==> src/inc/rxbe_defines.svh <==
// Purpose: shared constants of the receiver back end
// Assumes: included by bare name after the package
// Notes: code group bit 9 is the first bit on the line
`ifndef RXBE_DEFINES_SVH
`define RXBE_DEFINES_SVH

// code group forms, normalised to the negative disparity column
`define RXBE_K28_6B 6'h0f
`define RXBE_D7_ALT_6B 6'h07
`define RXBE_D7_NORM_6B 6'h38
`define RXBE_X3_ALT_4B 4'h3
`define RXBE_X3_NORM_4B 4'hc
`define RXBE_A7_4B 4'h7
`define RXBE_P7_4B 4'he

// reset values
`define RXBE_RD_RESET 1'b0
`define RXBE_BYTE_RESET 8'h00

// clock rates in kHz: serial / parallel / fabric
`define RXBE_KHZ_1250 21'h1312d0
`define RXBE_KHZ_625 21'h098968
`define RXBE_KHZ_250 21'h03d090
`define RXBE_KHZ_125 21'h01e848
`define RXBE_KHZ_62P5 21'h00f424

// phase compensation buffer depth
`define RXBE_FIFO_DEPTH 4

`endif

==> src/inc/rxbe_pkg.sv <==
// Purpose: types of the receiver back end
// Assumes: nothing
// Notes: mode and clock source encodings
package rxbe_pkg;

  // functional mode of the channel
  typedef enum logic [2:0] {
    rxbe_pcie_x1,
    rxbe_gigabit_ethernet_mode,
    rxbe_srio_1g25,
    rxbe_srio_2g5,
    rxbe_pcie_x4
  } rxbe_mode_t;

  // byte deserializer write clock source
  typedef enum logic {
    rxbe_dclk_recovered,
    rxbe_dclk_cmu
  } rxbe_dclk_t;

  // phase compensation buffer write clock source
  typedef enum logic [1:0] {
    rxbe_wclk_local_par,
    rxbe_wclk_local_half,
    rxbe_wclk_recov_half,
    rxbe_wclk_central_half
  } rxbe_wclk_t;

  // phase compensation buffer read clock source
  typedef enum logic [1:0] {
    rxbe_rclk_fabric,
    rxbe_rclk_tx_par_out,
    rxbe_rclk_rx_half_out,
    rxbe_rclk_bonded
  } rxbe_rclk_t;

endpackage : rxbe_pkg
==> src/core/rxbe_phase_fifo.sv <==
// Purpose: phase compensation buffer between decoder and fabric
// Assumes: one clock; valid/ready on both sides
// Notes: full and empty are exact, no write is taken while full
`timescale 1ns/1ps
`default_nettype none
module rxbe_phase_fifo #(
  parameter int WIDTH = 22,
  parameter int DEPTH = 4
) (
  input wire logic mclk,
  input wire logic rst,
  input wire logic wr_valid,
  output logic wr_ready,
  input wire logic [WIDTH-1:0] wr_data,
  output logic rd_valid,
  input wire logic rd_ready,
  output logic [WIDTH-1:0] rd_data
);
  localparam int AW = (DEPTH > 1) ? $clog2(DEPTH) : 1;
  localparam logic [AW-1:0] LAST = AW'(DEPTH - 1);

  logic [WIDTH-1:0] mem [DEPTH];  // storage words
  logic [AW-1:0] wr_ptr;  // next slot to fill
  logic [AW-1:0] rd_ptr;  // oldest slot
  logic [AW:0] count;  // words held
  logic push;
  logic pop;

  assign wr_ready = (count != (AW+1)'(DEPTH));
  assign rd_valid = (count != '0);
  assign push = wr_valid && wr_ready;
  assign pop = rd_valid && rd_ready;
  assign rd_data = mem[rd_ptr];

  // storage write, no reset needed for data
  always_ff @(posedge mclk) begin
    if (push) begin
      mem[wr_ptr] <= wr_data;
    end
  end

  // pointers wrap at the depth, which need not be a power of two
  always_ff @(posedge mclk) begin
    if (rst) begin
      wr_ptr <= '0;
      rd_ptr <= '0;
    end else begin
      if (push) begin
        wr_ptr <= (wr_ptr == LAST) ? '0 : wr_ptr + 1'b1;
      end
      if (pop) begin
        rd_ptr <= (rd_ptr == LAST) ? '0 : rd_ptr + 1'b1;
      end
    end
  end

  // occupancy
  always_ff @(posedge mclk) begin
    if (rst) begin
      count <= '0;
    end else if (push && !pop) begin
      count <= count + 1'b1;
    end else if (pop && !push) begin
      count <= count - 1'b1;
    end
  end
endmodule : rxbe_phase_fifo
`default_nettype wire

==> src/core/rxbe_rx_back_end.sv <==
// Purpose: decoder, byte deserializer, phase buffer and clock selection
// Assumes: code groups arrive already word aligned on mclk
// Notes: clock routing is reported as source selects and rates
`timescale 1ns/1ps
`default_nettype none
`include "rxbe_defines.svh"
module rxbe_rx_back_end import rxbe_pkg::*; #(
  parameter int FIFO_DEPTH = `RXBE_FIFO_DEPTH
) (
  input wire logic mclk,
  input wire logic rst,
  input wire rxbe_mode_t mode,
  input wire logic low_latency,
  input wire logic fabric_rd_clk_present,
  input wire logic fabric_tx_wr_clk_present,
  input wire logic in_valid,
  output logic in_ready,
  input wire logic [9:0] in_code,
  output logic out_valid,
  input wire logic out_ready,
  output logic [15:0] out_data,
  output logic [1:0] out_ctrl,
  output logic [1:0] out_err,
  output logic [1:0] out_disperr,
  output rxbe_dclk_t deser_clk_sel,
  output rxbe_wclk_t fifo_wr_clk_sel,
  output rxbe_rclk_t fifo_rd_clk_sel,
  output logic rate_matcher_used,
  output logic front_end_on_recovered,
  output logic tx_clk_out_halved,
  output logic tx_fifo_wr_from_ch0,
  output logic pipe_on_tx_clk_out,
  output logic channel_independent,
  output logic half_clk,
  output logic [20:0] serial_khz,
  output logic [20:0] par_khz,
  output logic [20:0] fabric_khz
);

  // 6b sub-block to {valid, 5 bits}; positive forms are folded first
  function automatic logic [5:0] dec6(input logic [5:0] c);
    logic [5:0] n;
    logic [5:0] r;
    n = ($countones(c) == 2) ? ~c : c;
    if (c == `RXBE_D7_ALT_6B) n = `RXBE_D7_NORM_6B;
    case (n)
      6'h27: r = 6'h20;
      6'h1d: r = 6'h21;
      6'h2d: r = 6'h22;
      6'h31: r = 6'h23;
      6'h35: r = 6'h24;
      6'h29: r = 6'h25;
      6'h19: r = 6'h26;
      6'h38: r = 6'h27;
      6'h39: r = 6'h28;
      6'h25: r = 6'h29;
      6'h15: r = 6'h2a;
      6'h34: r = 6'h2b;
      6'h0d: r = 6'h2c;
      6'h2c: r = 6'h2d;
      6'h1c: r = 6'h2e;
      6'h17: r = 6'h2f;
      6'h1b: r = 6'h30;
      6'h23: r = 6'h31;
      6'h13: r = 6'h32;
      6'h32: r = 6'h33;
      6'h0b: r = 6'h34;
      6'h2a: r = 6'h35;
      6'h1a: r = 6'h36;
      6'h3a: r = 6'h37;
      6'h33: r = 6'h38;
      6'h26: r = 6'h39;
      6'h16: r = 6'h3a;
      6'h36: r = 6'h3b;
      6'h0e: r = 6'h3c;
      6'h2e: r = 6'h3d;
      6'h1e: r = 6'h3e;
      6'h2b: r = 6'h3f;
      6'h0f: r = 6'h3c;  // K28 comma form
      default: r = 6'h00;  // not a code
    endcase
    return r;
  endfunction : dec6

  // 4b sub-block to {valid, 3 bits}
  function automatic logic [3:0] dec4(input logic [3:0] c);
    logic [3:0] n;
    logic [3:0] r;
    n = ($countones(c) == 1) ? ~c : c;
    if (c == `RXBE_X3_ALT_4B) n = `RXBE_X3_NORM_4B;
    case (n)
      4'hb: r = 4'h8;
      4'h9: r = 4'h9;
      4'h5: r = 4'ha;
      4'hc: r = 4'hb;
      4'hd: r = 4'hc;
      4'ha: r = 4'hd;
      4'h6: r = 4'he;
      4'he: r = 4'hf;
      4'h7: r = 4'hf;  // alternate x.7
      default: r = 4'h0;
    endcase
    return r;
  endfunction : dec4

  // rate matcher presence per mode
  function automatic logic has_rm(input rxbe_mode_t m, input logic ll);
    case (m)
      rxbe_gigabit_ethernet_mode: has_rm = 1'b1;
      rxbe_srio_1g25: has_rm = 1'b0;
      rxbe_srio_2g5: has_rm = 1'b0;
      default: has_rm = !ll;
    endcase
  endfunction : has_rm

  logic [5:0] c6;  // decoded 6b sub-block
  logic [3:0] c4;  // decoded 4b sub-block
  logic code_ok;  // legal code group
  logic code_pos;  // more ones than zeros
  logic code_neg;  // more zeros than ones
  logic code_k;  // control group
  logic take;  // code group accepted
  logic rd_known;  // running disparity learned
  logic rd_pos;  // running disparity positive
  logic d_valid;  // decoded byte waiting
  logic [7:0] d_byte;
  logic d_ctrl;
  logic d_err;
  logic d_disperr;
  logic bypass;  // ethernet: single byte words
  logic hi_phase;  // next byte fills the upper lane
  logic [7:0] lo_byte;  // held lower byte
  logic lo_ctrl;
  logic lo_err;
  logic lo_disperr;
  logic consume;  // decoded byte leaves the stage
  logic wr_valid;
  logic wr_ready;
  logic [21:0] wr_data;
  logic [21:0] rd_data;
  logic rm_now;  // rate matcher in this mode
  logic deser_now;  // byte deserializer in this mode

  assign c6 = dec6(in_code[9:4]);
  // a K28 6b block in its positive form inverts the 4b block after it
  assign c4 = dec4((in_code[9:4] == ~`RXBE_K28_6B) ? ~in_code[3:0]
    : in_code[3:0]);
  assign code_pos = $countones(in_code) > 5;
  assign code_neg = $countones(in_code) < 5;
  // K28.y, or the alternate x.7 after 23, 27, 29, 30, 31
  assign code_k = (in_code[9:4] == `RXBE_K28_6B)
    || (in_code[9:4] == ~`RXBE_K28_6B)
    || ((in_code[3:0] == `RXBE_A7_4B || in_code[3:0] == ~`RXBE_A7_4B)
      && (c6[4:0] == 5'h17 || c6[4:0] == 5'h1b
        || c6[4:0] >= 5'h1d));
  assign code_ok = c6[5] && c4[3] && !(code_pos && $countones(in_code) > 6)
    && !(code_neg && $countones(in_code) < 4);
  assign rm_now = has_rm(mode, low_latency);
  assign deser_now = (mode != rxbe_gigabit_ethernet_mode);
  assign bypass = !deser_now;
  assign in_ready = !d_valid || consume;  // stall reaches the source
  assign take = in_valid && in_ready;

  // decoder output stage; cleared while reset is held
  always_ff @(posedge mclk) begin
    if (rst) begin
      d_valid <= 1'b0;
      d_byte <= `RXBE_BYTE_RESET;
      d_ctrl <= 1'b0;
      d_err <= 1'b0;
      d_disperr <= 1'b0;
    end else if (take) begin
      d_valid <= 1'b1;
      d_byte <= {c4[2:0], c6[4:0]};
      d_ctrl <= code_ok && code_k;
      // no disparity check until the first unbalanced valid group sets it
      d_disperr <= code_ok && rd_known
        && ((rd_pos && code_pos) || (!rd_pos && code_neg));
      d_err <= !code_ok || (rd_known
        && ((rd_pos && code_pos) || (!rd_pos && code_neg)));
    end else if (consume) begin
      d_valid <= 1'b0;
    end
  end

  // running disparity, learned from the first unbalanced valid group
  always_ff @(posedge mclk) begin
    if (rst) begin
      rd_known <= 1'b0;
      rd_pos <= `RXBE_RD_RESET;
    end else if (take && code_ok && (code_pos || code_neg)) begin
      rd_known <= 1'b1;
      rd_pos <= code_pos;
    end
  end

  // byte deserializer; the first byte goes low, so order may swap
  assign wr_valid = d_valid && (bypass || hi_phase);
  assign consume = d_valid && (!wr_valid || wr_ready);
  assign wr_data = bypass
    ? {8'h00, d_byte, 1'b0, d_ctrl, 1'b0, d_err, 1'b0, d_disperr}
    : {d_byte, lo_byte, d_ctrl, lo_ctrl, d_err, lo_err,
       d_disperr, lo_disperr};

  // lane phase and held lower byte
  always_ff @(posedge mclk) begin
    if (rst) begin
      hi_phase <= 1'b0;
      lo_byte <= `RXBE_BYTE_RESET;
      lo_ctrl <= 1'b0;
      lo_err <= 1'b0;
      lo_disperr <= 1'b0;
    end else if (bypass) begin
      hi_phase <= 1'b0;
    end else if (consume) begin
      hi_phase <= !hi_phase;
      if (!hi_phase) begin
        lo_byte <= d_byte;
        lo_ctrl <= d_ctrl;
        lo_err <= d_err;
        lo_disperr <= d_disperr;
      end
    end
  end

  // phase buffer; depth covers drift between write and read sides
  rxbe_phase_fifo #(
    .WIDTH(22),
    .DEPTH(FIFO_DEPTH)
  ) u_fifo (
    .mclk(mclk),
    .rst(rst),
    .wr_valid(wr_valid),
    .wr_ready(wr_ready),
    .wr_data(wr_data),
    .rd_valid(out_valid),
    .rd_ready(out_ready),
    .rd_data(rd_data)
  );

  assign out_data = rd_data[21:6];
  assign out_ctrl = rd_data[5:4];
  assign out_err = rd_data[3:2];
  assign out_disperr = rd_data[1:0];

  // clock source selection, registered from the mode inputs
  always_ff @(posedge mclk) begin
    if (rst) begin
      deser_clk_sel <= rxbe_dclk_recovered;
      fifo_wr_clk_sel <= rxbe_wclk_recov_half;
      fifo_rd_clk_sel <= rxbe_rclk_fabric;
      rate_matcher_used <= 1'b0;
      front_end_on_recovered <= 1'b1;
    end else begin
      rate_matcher_used <= rm_now;
      front_end_on_recovered <= !rm_now;
      deser_clk_sel <= rm_now ? rxbe_dclk_cmu
        : rxbe_dclk_recovered;
      if (mode == rxbe_pcie_x4) begin
        fifo_wr_clk_sel <= rxbe_wclk_central_half;
      end else if (rm_now) begin
        fifo_wr_clk_sel <= deser_now ? rxbe_wclk_local_half
          : rxbe_wclk_local_par;
      end else begin
        fifo_wr_clk_sel <= rxbe_wclk_recov_half;
      end
      if (fabric_rd_clk_present) begin
        fifo_rd_clk_sel <= rxbe_rclk_fabric;
      end else if (mode == rxbe_pcie_x4) begin
        fifo_rd_clk_sel <= rxbe_rclk_bonded;
      end else if (rm_now) begin
        fifo_rd_clk_sel <= rxbe_rclk_tx_par_out;
      end else begin
        fifo_rd_clk_sel <= rxbe_rclk_rx_half_out;
      end
    end
  end

  // transmit side clock routing flags
  always_ff @(posedge mclk) begin
    if (rst) begin
      tx_clk_out_halved <= 1'b0;
      tx_fifo_wr_from_ch0 <= 1'b0;
      pipe_on_tx_clk_out <= 1'b0;
      channel_independent <= 1'b1;
    end else begin
      tx_clk_out_halved <= deser_now;
      tx_fifo_wr_from_ch0 <= !fabric_tx_wr_clk_present
        && (mode != rxbe_pcie_x4);
      pipe_on_tx_clk_out <= (mode == rxbe_pcie_x1);
      channel_independent <= (mode != rxbe_pcie_x4);
    end
  end

  // divide-by-two of the parallel clock, as the exported half clock
  always_ff @(posedge mclk) begin
    if (rst) begin
      half_clk <= 1'b0;
    end else begin
      half_clk <= !half_clk;
    end
  end

  // rates: serial is half the line rate, parallel is serial over five
  always_ff @(posedge mclk) begin
    if (rst) begin
      serial_khz <= '0;
      par_khz <= '0;
      fabric_khz <= '0;
    end else begin
      case (mode)
        rxbe_gigabit_ethernet_mode: begin
          serial_khz <= `RXBE_KHZ_625;
          par_khz <= `RXBE_KHZ_125;
          fabric_khz <= `RXBE_KHZ_125;
        end
        rxbe_srio_1g25: begin
          serial_khz <= `RXBE_KHZ_625;
          par_khz <= `RXBE_KHZ_125;
          fabric_khz <= `RXBE_KHZ_62P5;
        end
        default: begin
          serial_khz <= `RXBE_KHZ_1250;
          par_khz <= `RXBE_KHZ_250;
          fabric_khz <= `RXBE_KHZ_125;
        end
      endcase
    end
  end

  dec_reset_clear_a: assert property (@(posedge mclk)
    rst |=> !d_valid && !rd_known && d_byte == 8'h00 && !d_err)
    else $error("decoder not cleared by reset");

  rd_first_a: assert property (@(posedge mclk) disable iff (rst)
    !rd_known && take |=> !d_disperr)
    else $error("disparity error before disparity known");

  rd_learn_a: assert property (@(posedge mclk) disable iff (rst)
    !rd_known && take && code_ok && code_pos |=> rd_known && rd_pos)
    else $error("running disparity not learned");

  pair_word_a: assert property (@(posedge mclk) disable iff (rst)
    wr_valid && wr_ready && !bypass |=> !hi_phase && out_valid)
    else $error("deserializer pairing lost");

  bypass_lane_a: assert property (@(posedge mclk) disable iff (rst)
    wr_valid && bypass |-> wr_data[21:14] == 8'h00
      && wr_data[13:6] == d_byte)
    else $error("bypass word wrong");

  deser_clk_a: assert property (@(posedge mclk) disable iff (rst)
    rm_now |=> deser_clk_sel == rxbe_dclk_cmu)
    else $error("deserializer clock not multiplier");

  stall_hold_a: assert property (@(posedge mclk) disable iff (rst)
    d_valid && !consume |=> d_valid && $stable(d_byte))
    else $error("decoded byte lost under stall");

  no_rm_wr_a: assert property (@(posedge mclk) disable iff (rst)
    !rm_now && mode != rxbe_pcie_x4
      |=> fifo_wr_clk_sel == rxbe_wclk_recov_half)
    else $error("write clock not recovered half");

  rd_fabric_a: assert property (@(posedge mclk) disable iff (rst)
    fabric_rd_clk_present |=> fifo_rd_clk_sel == rxbe_rclk_fabric)
    else $error("read clock not fabric clock");

  bonded_wr_a: assert property (@(posedge mclk) disable iff (rst)
    mode == rxbe_pcie_x4 |=> fifo_wr_clk_sel == rxbe_wclk_central_half)
    else $error("bonded write clock wrong");

  tx_half_a: assert property (@(posedge mclk) disable iff (rst)
    mode == rxbe_gigabit_ethernet_mode ##1 mode == rxbe_gigabit_ethernet_mode |=> !tx_clk_out_halved)
    else $error("ethernet transmit clock halved");

  k_flag_a: assert property (@(posedge mclk) disable iff (rst)
    take && code_ok && in_code[9:4] == 6'h0f |=> d_ctrl)
    else $error("control group not flagged");

endmodule : rxbe_rx_back_end
`default_nettype wire

==> config.mk <==
export PLATFORM = sky130hd
export DESIGN_NAME = rxbe_rx_back_end
export DESIGN_NICKNAME = d
export VERILOG_FILES = /design/src/inc/rxbe_pkg.sv /design/src/core/rxbe_phase_fifo.sv /design/src/core/rxbe_rx_back_end.sv
export VERILOG_INCLUDE_DIRS = /design/src /design/src/inc
export SDC_FILE = /design/constraint.sdc
export NUM_CORES = 1
export LEC_CHECK = 0
export ABC_CLOCK_PERIOD_IN_PS = 7100
export BUFFER_PORTS_ARGS = -buffer_cell sky130_fd_sc_hd__buf_2
export CORE_ASPECT_RATIO = 1.4
export CORE_MARGIN = 3
export CORE_UTILIZATION = 58
export DETAILED_ROUTE_END_ITERATION = 6
export GPL_TIMING_DRIVEN = 0
export PLACE_DENSITY = 0.77
export SLEW_MARGIN = 25
export SYNTH_ARGS = -nofsm -noshare
export SYNTH_HDL_FRONTEND = slang
export SYNTH_HIERARCHICAL = 1
export SYNTH_SLANG_ARGS = --single-unit
==> constraint.sdc <==
create_clock -name mclk -period 7.1 [get_ports mclk]
set_clock_uncertainty 0.15 [all_clocks]
set_input_delay 1.065 -clock mclk [delete_from_list [all_inputs] [get_ports mclk]]
set_output_delay 1.065 -clock mclk [all_outputs]
set_load 0.01 [all_outputs]
==> flow_results.xml <==
<?xml version="1.0" encoding="UTF-8"?>
<metrics>
  <group name="worst_setup_path">
    <metric name="r2r_setup_slack" unit="ns">4.46</metric>
    <metric name="regToRegStartpoint" unit="">hi_phase</metric>
    <metric name="path_class" unit="">input port to register</metric>
    <metric name="timing.critical_path.buf_inv" unit="">9</metric>
    <metric name="timing.critical_path.depth" unit="">23</metric>
    <metric name="critical_path.max_fanout" unit="">10</metric>
    <metric name="crit_path_start_kind" unit="">input port</metric>
    <metric name="worst-endpoint-required" unit="ns">7.27</metric>
    <metric name="critPathMostFrequentCell" unit="">sky130_fd_sc_hd__inv_1</metric>
    <metric name="cp-end-kind" unit="">register</metric>
    <metric name="slowest_cell_on_crit_path" unit="">sky130_fd_sc_hd__fa_1</metric>
    <metric name="cp_data_arrival_time" unit="ns">7.03</metric>
    <metric name="r2r_endpoint" unit="">u_fifo/count[2]</metric>
    <metric name="cell_by_cell_trace_of_the_critical_path" unit="">buf_2 -&gt; clkbuf_1 -&gt; inv_1 -&gt; fa_1 -&gt; inv_1 -&gt; ha_1 -&gt; ha_1 -&gt; inv_1 -&gt; fa_1 -&gt; nor3_2 -&gt; buf_2 -&gt; buf_2 -&gt; nand3_1 -&gt; a21oi_2 -&gt; inv_1 -&gt; ha_1 -&gt; inv_1 -&gt; nor3_1 -&gt; mux4_2 -&gt; a311o_1 -&gt; a311oi_2 -&gt; o2111ai_1 -&gt; a311oi_1</metric>
    <metric name="register_to_register_path_depth" unit="">9</metric>
    <metric name="critical-path-max-stage-delay" unit="ns">0.52</metric>
    <metric name="cp_top_family" unit="">adder cells</metric>
  </group>
  <group name="finish">
    <metric name="fillCellCount" unit="">943</metric>
    <metric name="nets" unit="">934</metric>
    <metric name="antennaDiodeCount" unit="">0</metric>
    <metric name="finalNonFillerCells" unit="">1073</metric>
    <metric name="multi_input_gate_area" unit="um2">3690</metric>
    <metric name="synthToLayoutAreaGrowth" unit="%">16.8</metric>
    <metric name="post_route_cells_drive_above_1_share" unit="">0.291</metric>
    <metric name="finalCoreUtilization" unit="">0.699</metric>
    <metric name="final_area" unit="um2">9410</metric>
    <metric name="sequential_cell_area" unit="um2">3660</metric>
  </group>
  <group name="routing">
    <metric name="detail_route.drc_violations" unit="">0</metric>
    <metric name="detailroute.via_count" unit="">6561</metric>
    <metric name="drt-wirelength-per-cell" unit="um">21.1</metric>
    <metric name="detail_route.first_pass.iterations" unit="">5</metric>
    <metric name="routed_via_density" unit="">6.11</metric>
    <metric name="antenna_left" unit="">0</metric>
    <metric name="drt_iter0_drc" unit="">572</metric>
    <metric name="wirelength" unit="mm">22.6</metric>
  </group>
  <group name="floorplan">
    <metric name="chipHeight" unit="um">145</metric>
    <metric name="placement_rows" unit="">50</metric>
    <metric name="initial_utilization" unit="">0.599</metric>
    <metric name="die_area" unit="um2">15400</metric>
    <metric name="die_width" unit="um">106</metric>
    <metric name="floorplan.io_pins" unit="">119</metric>
    <metric name="core_region_area" unit="um2">13500</metric>
  </group>
  <group name="sta">
    <metric name="finalSetupTns" unit="ns">0</metric>
    <metric name="fmaxAchievable" unit="GHz">0.146</metric>
    <metric name="timing.final.setup_violations" unit="">0</metric>
    <metric name="layout_setup_ws" unit="ns">0.241</metric>
    <metric name="hold_violations" unit="">0</metric>
    <metric name="maxSlewHeadroom" unit="">0.437</metric>
    <metric name="layout_worst_path_cycle_share" unit="">0.966</metric>
    <metric name="whs" unit="ns">0.274</metric>
    <metric name="timing.final.crit_period" unit="ns">6.86</metric>
    <metric name="max_slew.worst_pin.slew" unit="ns">0.835</metric>
    <metric name="final_max_slew_viol_count" unit="">0</metric>
    <metric name="setup_repair_after_global_routing_missed_its_margin" unit="">false</metric>
  </group>
  <group name="worst_hold_path">
    <metric name="min_from" unit="">half_clk</metric>
    <metric name="worst_hold_path_stage_count" unit="">1</metric>
    <metric name="timing.hold.worst_endpoint" unit="">half_clk</metric>
    <metric name="holdCritPathClass" unit="">register to register</metric>
  </group>
  <group name="global_route">
    <metric name="track_usage" unit="">0.297</metric>
    <metric name="grt_pass1_vias" unit="">6541</metric>
    <metric name="grt_remaining_overflow" unit="">0</metric>
    <metric name="grt_start_max_net_pins" unit="">23</metric>
    <metric name="first_pass_grt_wire_length" unit="mm">35.7</metric>
    <metric name="antenna_violations_before_repair" unit="">0</metric>
  </group>
  <group name="logic_synthesis">
    <metric name="yosys_warnings" unit="">6</metric>
    <metric name="synth.lib_cells_used.distinct" unit="">84</metric>
    <metric name="postSynth.topFlopCell" unit="">sky130_fd_sc_hd__edfxtp_1</metric>
    <metric name="synthesis.area" unit="um2">8050</metric>
    <metric name="average_footprint_of_a_synthesized_cell" unit="um2">10.8</metric>
    <metric name="syn-instance-count" unit="">747</metric>
    <metric name="synth-seq-cells" unit="">139</metric>
    <metric name="synth_top_cell_by_area" unit="">sky130_fd_sc_hd__edfxtp_1</metric>
    <metric name="synth_top_cell_area_share" unit="">0.328</metric>
    <metric name="async_reset_ff_frac" unit="">0</metric>
    <metric name="number_of_enable_flip_flop_cells_after_synthesis" unit="">88</metric>
    <metric name="synth.area.top_cells" unit="">sky130_fd_sc_hd__edfxtp_1 33%, sky130_fd_sc_hd__dfxtp_1 13%, sky130_fd_sc_hd__mux4_2 6.4%, sky130_fd_sc_hd__buf_4 5.8%, sky130_fd_sc_hd__ha_1 4.5%</metric>
    <metric name="synth_sequential_area_ratio" unit="">0.455</metric>
  </group>
  <group name="clock_network">
    <metric name="cts_tree" unit="">yes</metric>
    <metric name="clock_tree.htree_level_count" unit="">4</metric>
    <metric name="tritoncts_num_sinks" unit="">139</metric>
    <metric name="post_cts_hold_buffer_count" unit="">0</metric>
    <metric name="clock_insertion_delay_at_the_later_pin_of_the_skew_report" unit="ns">0.41</metric>
    <metric name="cts_buffer_depth" unit="">2</metric>
    <metric name="clockRootBuffer" unit="">sky130_fd_sc_hd__clkbuf_16</metric>
    <metric name="cts.repair_timing.setup_buffer_count" unit="">0</metric>
    <metric name="cts_buffers" unit="">17</metric>
    <metric name="clkSlewWorstSetupHoldPaths" unit="ns">0.06</metric>
  </group>
  <group name="flow_run">
    <metric name="max-cap-violations" unit="">0</metric>
  </group>
  <group name="pwr">
    <metric name="swShare" unit="">0.322</metric>
    <metric name="pwr-share-comb" unit="">0.313</metric>
    <metric name="max-vdd-ir-drop" unit="uV">262</metric>
    <metric name="post-layout-total-power" unit="mW">2.60</metric>
    <metric name="share_seq_of_total_power" unit="">0.357</metric>
    <metric name="share_clk_of_total_power" unit="">0.330</metric>
    <metric name="p_int" unit="mW">1.76</metric>
    <metric name="power.density_cell_area" unit="nW/um2">276</metric>
    <metric name="cellLeakagePower" unit="nW">3.82</metric>
    <metric name="power.switching" unit="mW">0.836</metric>
  </group>
  <group name="place">
    <metric name="post_place_cell_area" unit="um2">8810</metric>
    <metric name="finalWeightedCongestion" unit="">1.01</metric>
    <metric name="placed_cells" unit="">1042</metric>
    <metric name="pre_cts_ws" unit="ns">-0.500</metric>
    <metric name="placement.io_buffers" unit="">87</metric>
    <metric name="post-dp-hpwl" unit="mm">16.1</metric>
  </group>
  <group name="run_status">
    <metric name="status" unit="">finished clean</metric>
  </group>
</metrics>
placed cells by master (no fill, tap or decap), types with 23 or more instances in the layout:
master                     count
sky130_fd_sc_hd__a21oi_1      42
sky130_fd_sc_hd__buf_2        98
sky130_fd_sc_hd__buf_4        62
sky130_fd_sc_hd__clkbuf_1     26
sky130_fd_sc_hd__conb_1       27
sky130_fd_sc_hd__dfxtp_1      51
sky130_fd_sc_hd__edfxtp_1     88
sky130_fd_sc_hd__ha_1         29
sky130_fd_sc_hd__inv_1        30
sky130_fd_sc_hd__mux4_2       23
sky130_fd_sc_hd__nand2_1      61
sky130_fd_sc_hd__nor2_1       43
sky130_fd_sc_hd__o21ai_0      29
worst max-delay path by stage:
stage | startpoint | to | slack, ns
3_5_place_dp | in_code[7] | d_ctrl | -0.50
2_1_floorplan | in_code[7] | d_ctrl | 0.94
4_1_cts | in_code[7] | d_ctrl | 0.01
6_report | in_code[5] | d_ctrl | 0.24
3_3_place_gp | in_code[7] | d_ctrl | -0.56
5_1_grt | in_code[5] | d_ctrl | 0.01
power groups by stage:
stage	clock network, mW	logic [mW]	registers (mW)
floorplan	0	0.572	0.934
global placement	0	0.775	0.938
detailed placement	0	0.791	0.942
CTS	0.863	0.799	0.926
global route	0.898	0.878	0.931
finish	0.857	0.811	0.927
flip-flops by register name, summed over array words and instances, names as in the netlist, 2 cells and up, named ones only:
| register | flops |
|---|---|
| fifo_wr_clk_sel | 2 |
| lo_byte | 8 |
| serial_khz | 3 |
| fabric_khz | 2 |
| u_fifo/count | 3 |
| u_fifo/wr_ptr | 2 |
| d_byte | 8 |
| u_fifo/mem | 88 |
| fifo_rd_clk_sel | 2 |
| u_fifo/rd_ptr | 2 |
layout make-up:
class                   instances  share of cell area
inverters                      30              0.0120
clock buffers                  25              0.0575
well taps                     182              0.0242
repair buffers                 87              0.0463
plain buffers                 107              0.0724
clock inverters                 7             0.00545
multi-input cells             496               0.393
flip-flops and latches        139               0.390
cells in the mapped netlist (5+ instances only):
master                      n
sky130_fd_sc_hd__or3_1      5
sky130_fd_sc_hd__nand2b_1   7
sky130_fd_sc_hd__a21oi_1   43
sky130_fd_sc_hd__mux4_2    23
sky130_fd_sc_hd__buf_4     62
sky130_fd_sc_hd__buf_2     11
sky130_fd_sc_hd__fa_1       7
sky130_fd_sc_hd__o21ai_0   29
sky130_fd_sc_hd__dfxtp_1   51
sky130_fd_sc_hd__nand3_1   14
sky130_fd_sc_hd__mux2_2    12
sky130_fd_sc_hd__nor2_1    43
sky130_fd_sc_hd__ha_1      29
sky130_fd_sc_hd__o211ai_1  11
sky130_fd_sc_hd__inv_1     30
sky130_fd_sc_hd__a31oi_1    6
sky130_fd_sc_hd__nor2b_1   17
sky130_fd_sc_hd__and3_1     7
sky130_fd_sc_hd__nor3_1    21
sky130_fd_sc_hd__clkbuf_1  26
sky130_fd_sc_hd__nand4_1    6
sky130_fd_sc_hd__xnor2_1    7
sky130_fd_sc_hd__edfxtp_1  88
sky130_fd_sc_hd__mux2i_1    6
sky130_fd_sc_hd__nand2_1   61
sky130_fd_sc_hd__o221ai_1   6
sky130_fd_sc_hd__xor2_1     5
kinds of logic (layout without fill, tap and decap cells):
group                      after synthesis  after routing  synth area share
DFF                                    139            139             0.455
and+or+nand+nor                        209            209             0.130
AOI/OAI and AO/OA                      171            171             0.151
buffers and inverters                  138            256            0.0988
xor gates and xnor gates                12             12            0.0131
adders and majority gates               36             36            0.0625
other                                    1             27          0.000466
muxes                                   41             41            0.0886
layer usage:
metal  vias to the layer above  GRT usage  part of all wire
met3                        65     0.0506             0.066
li1                       2948          -                 -
met1                      3179      0.330              0.35
met2                       369      0.559              0.55
met4                         0      0.113             0.034
met5                         -          0                 0
worst register-to-register path, delay by kind of cell, from the launching register on:
| kind | cells | cell delay [ns] |
|---|---|---|
| buffers and inverters | 1 | 0.07 |
| adder cells (fa/ha/maj) | 2 | 0.57 |
| AO/OA/AOI/OAI | 1 | 0.15 |
| flip-flops | 1 | 0.36 |
| AND/OR/NAND/NOR | 4 | 1.13 |
| XOR/XNOR | 1 | 0.16 |
what timing repair did:
action	CTS	global route
gates cloned	0	0
endpoints found under the setup margin	2	5
resized for setup	1	1
(Power assumes the default switching activity.)
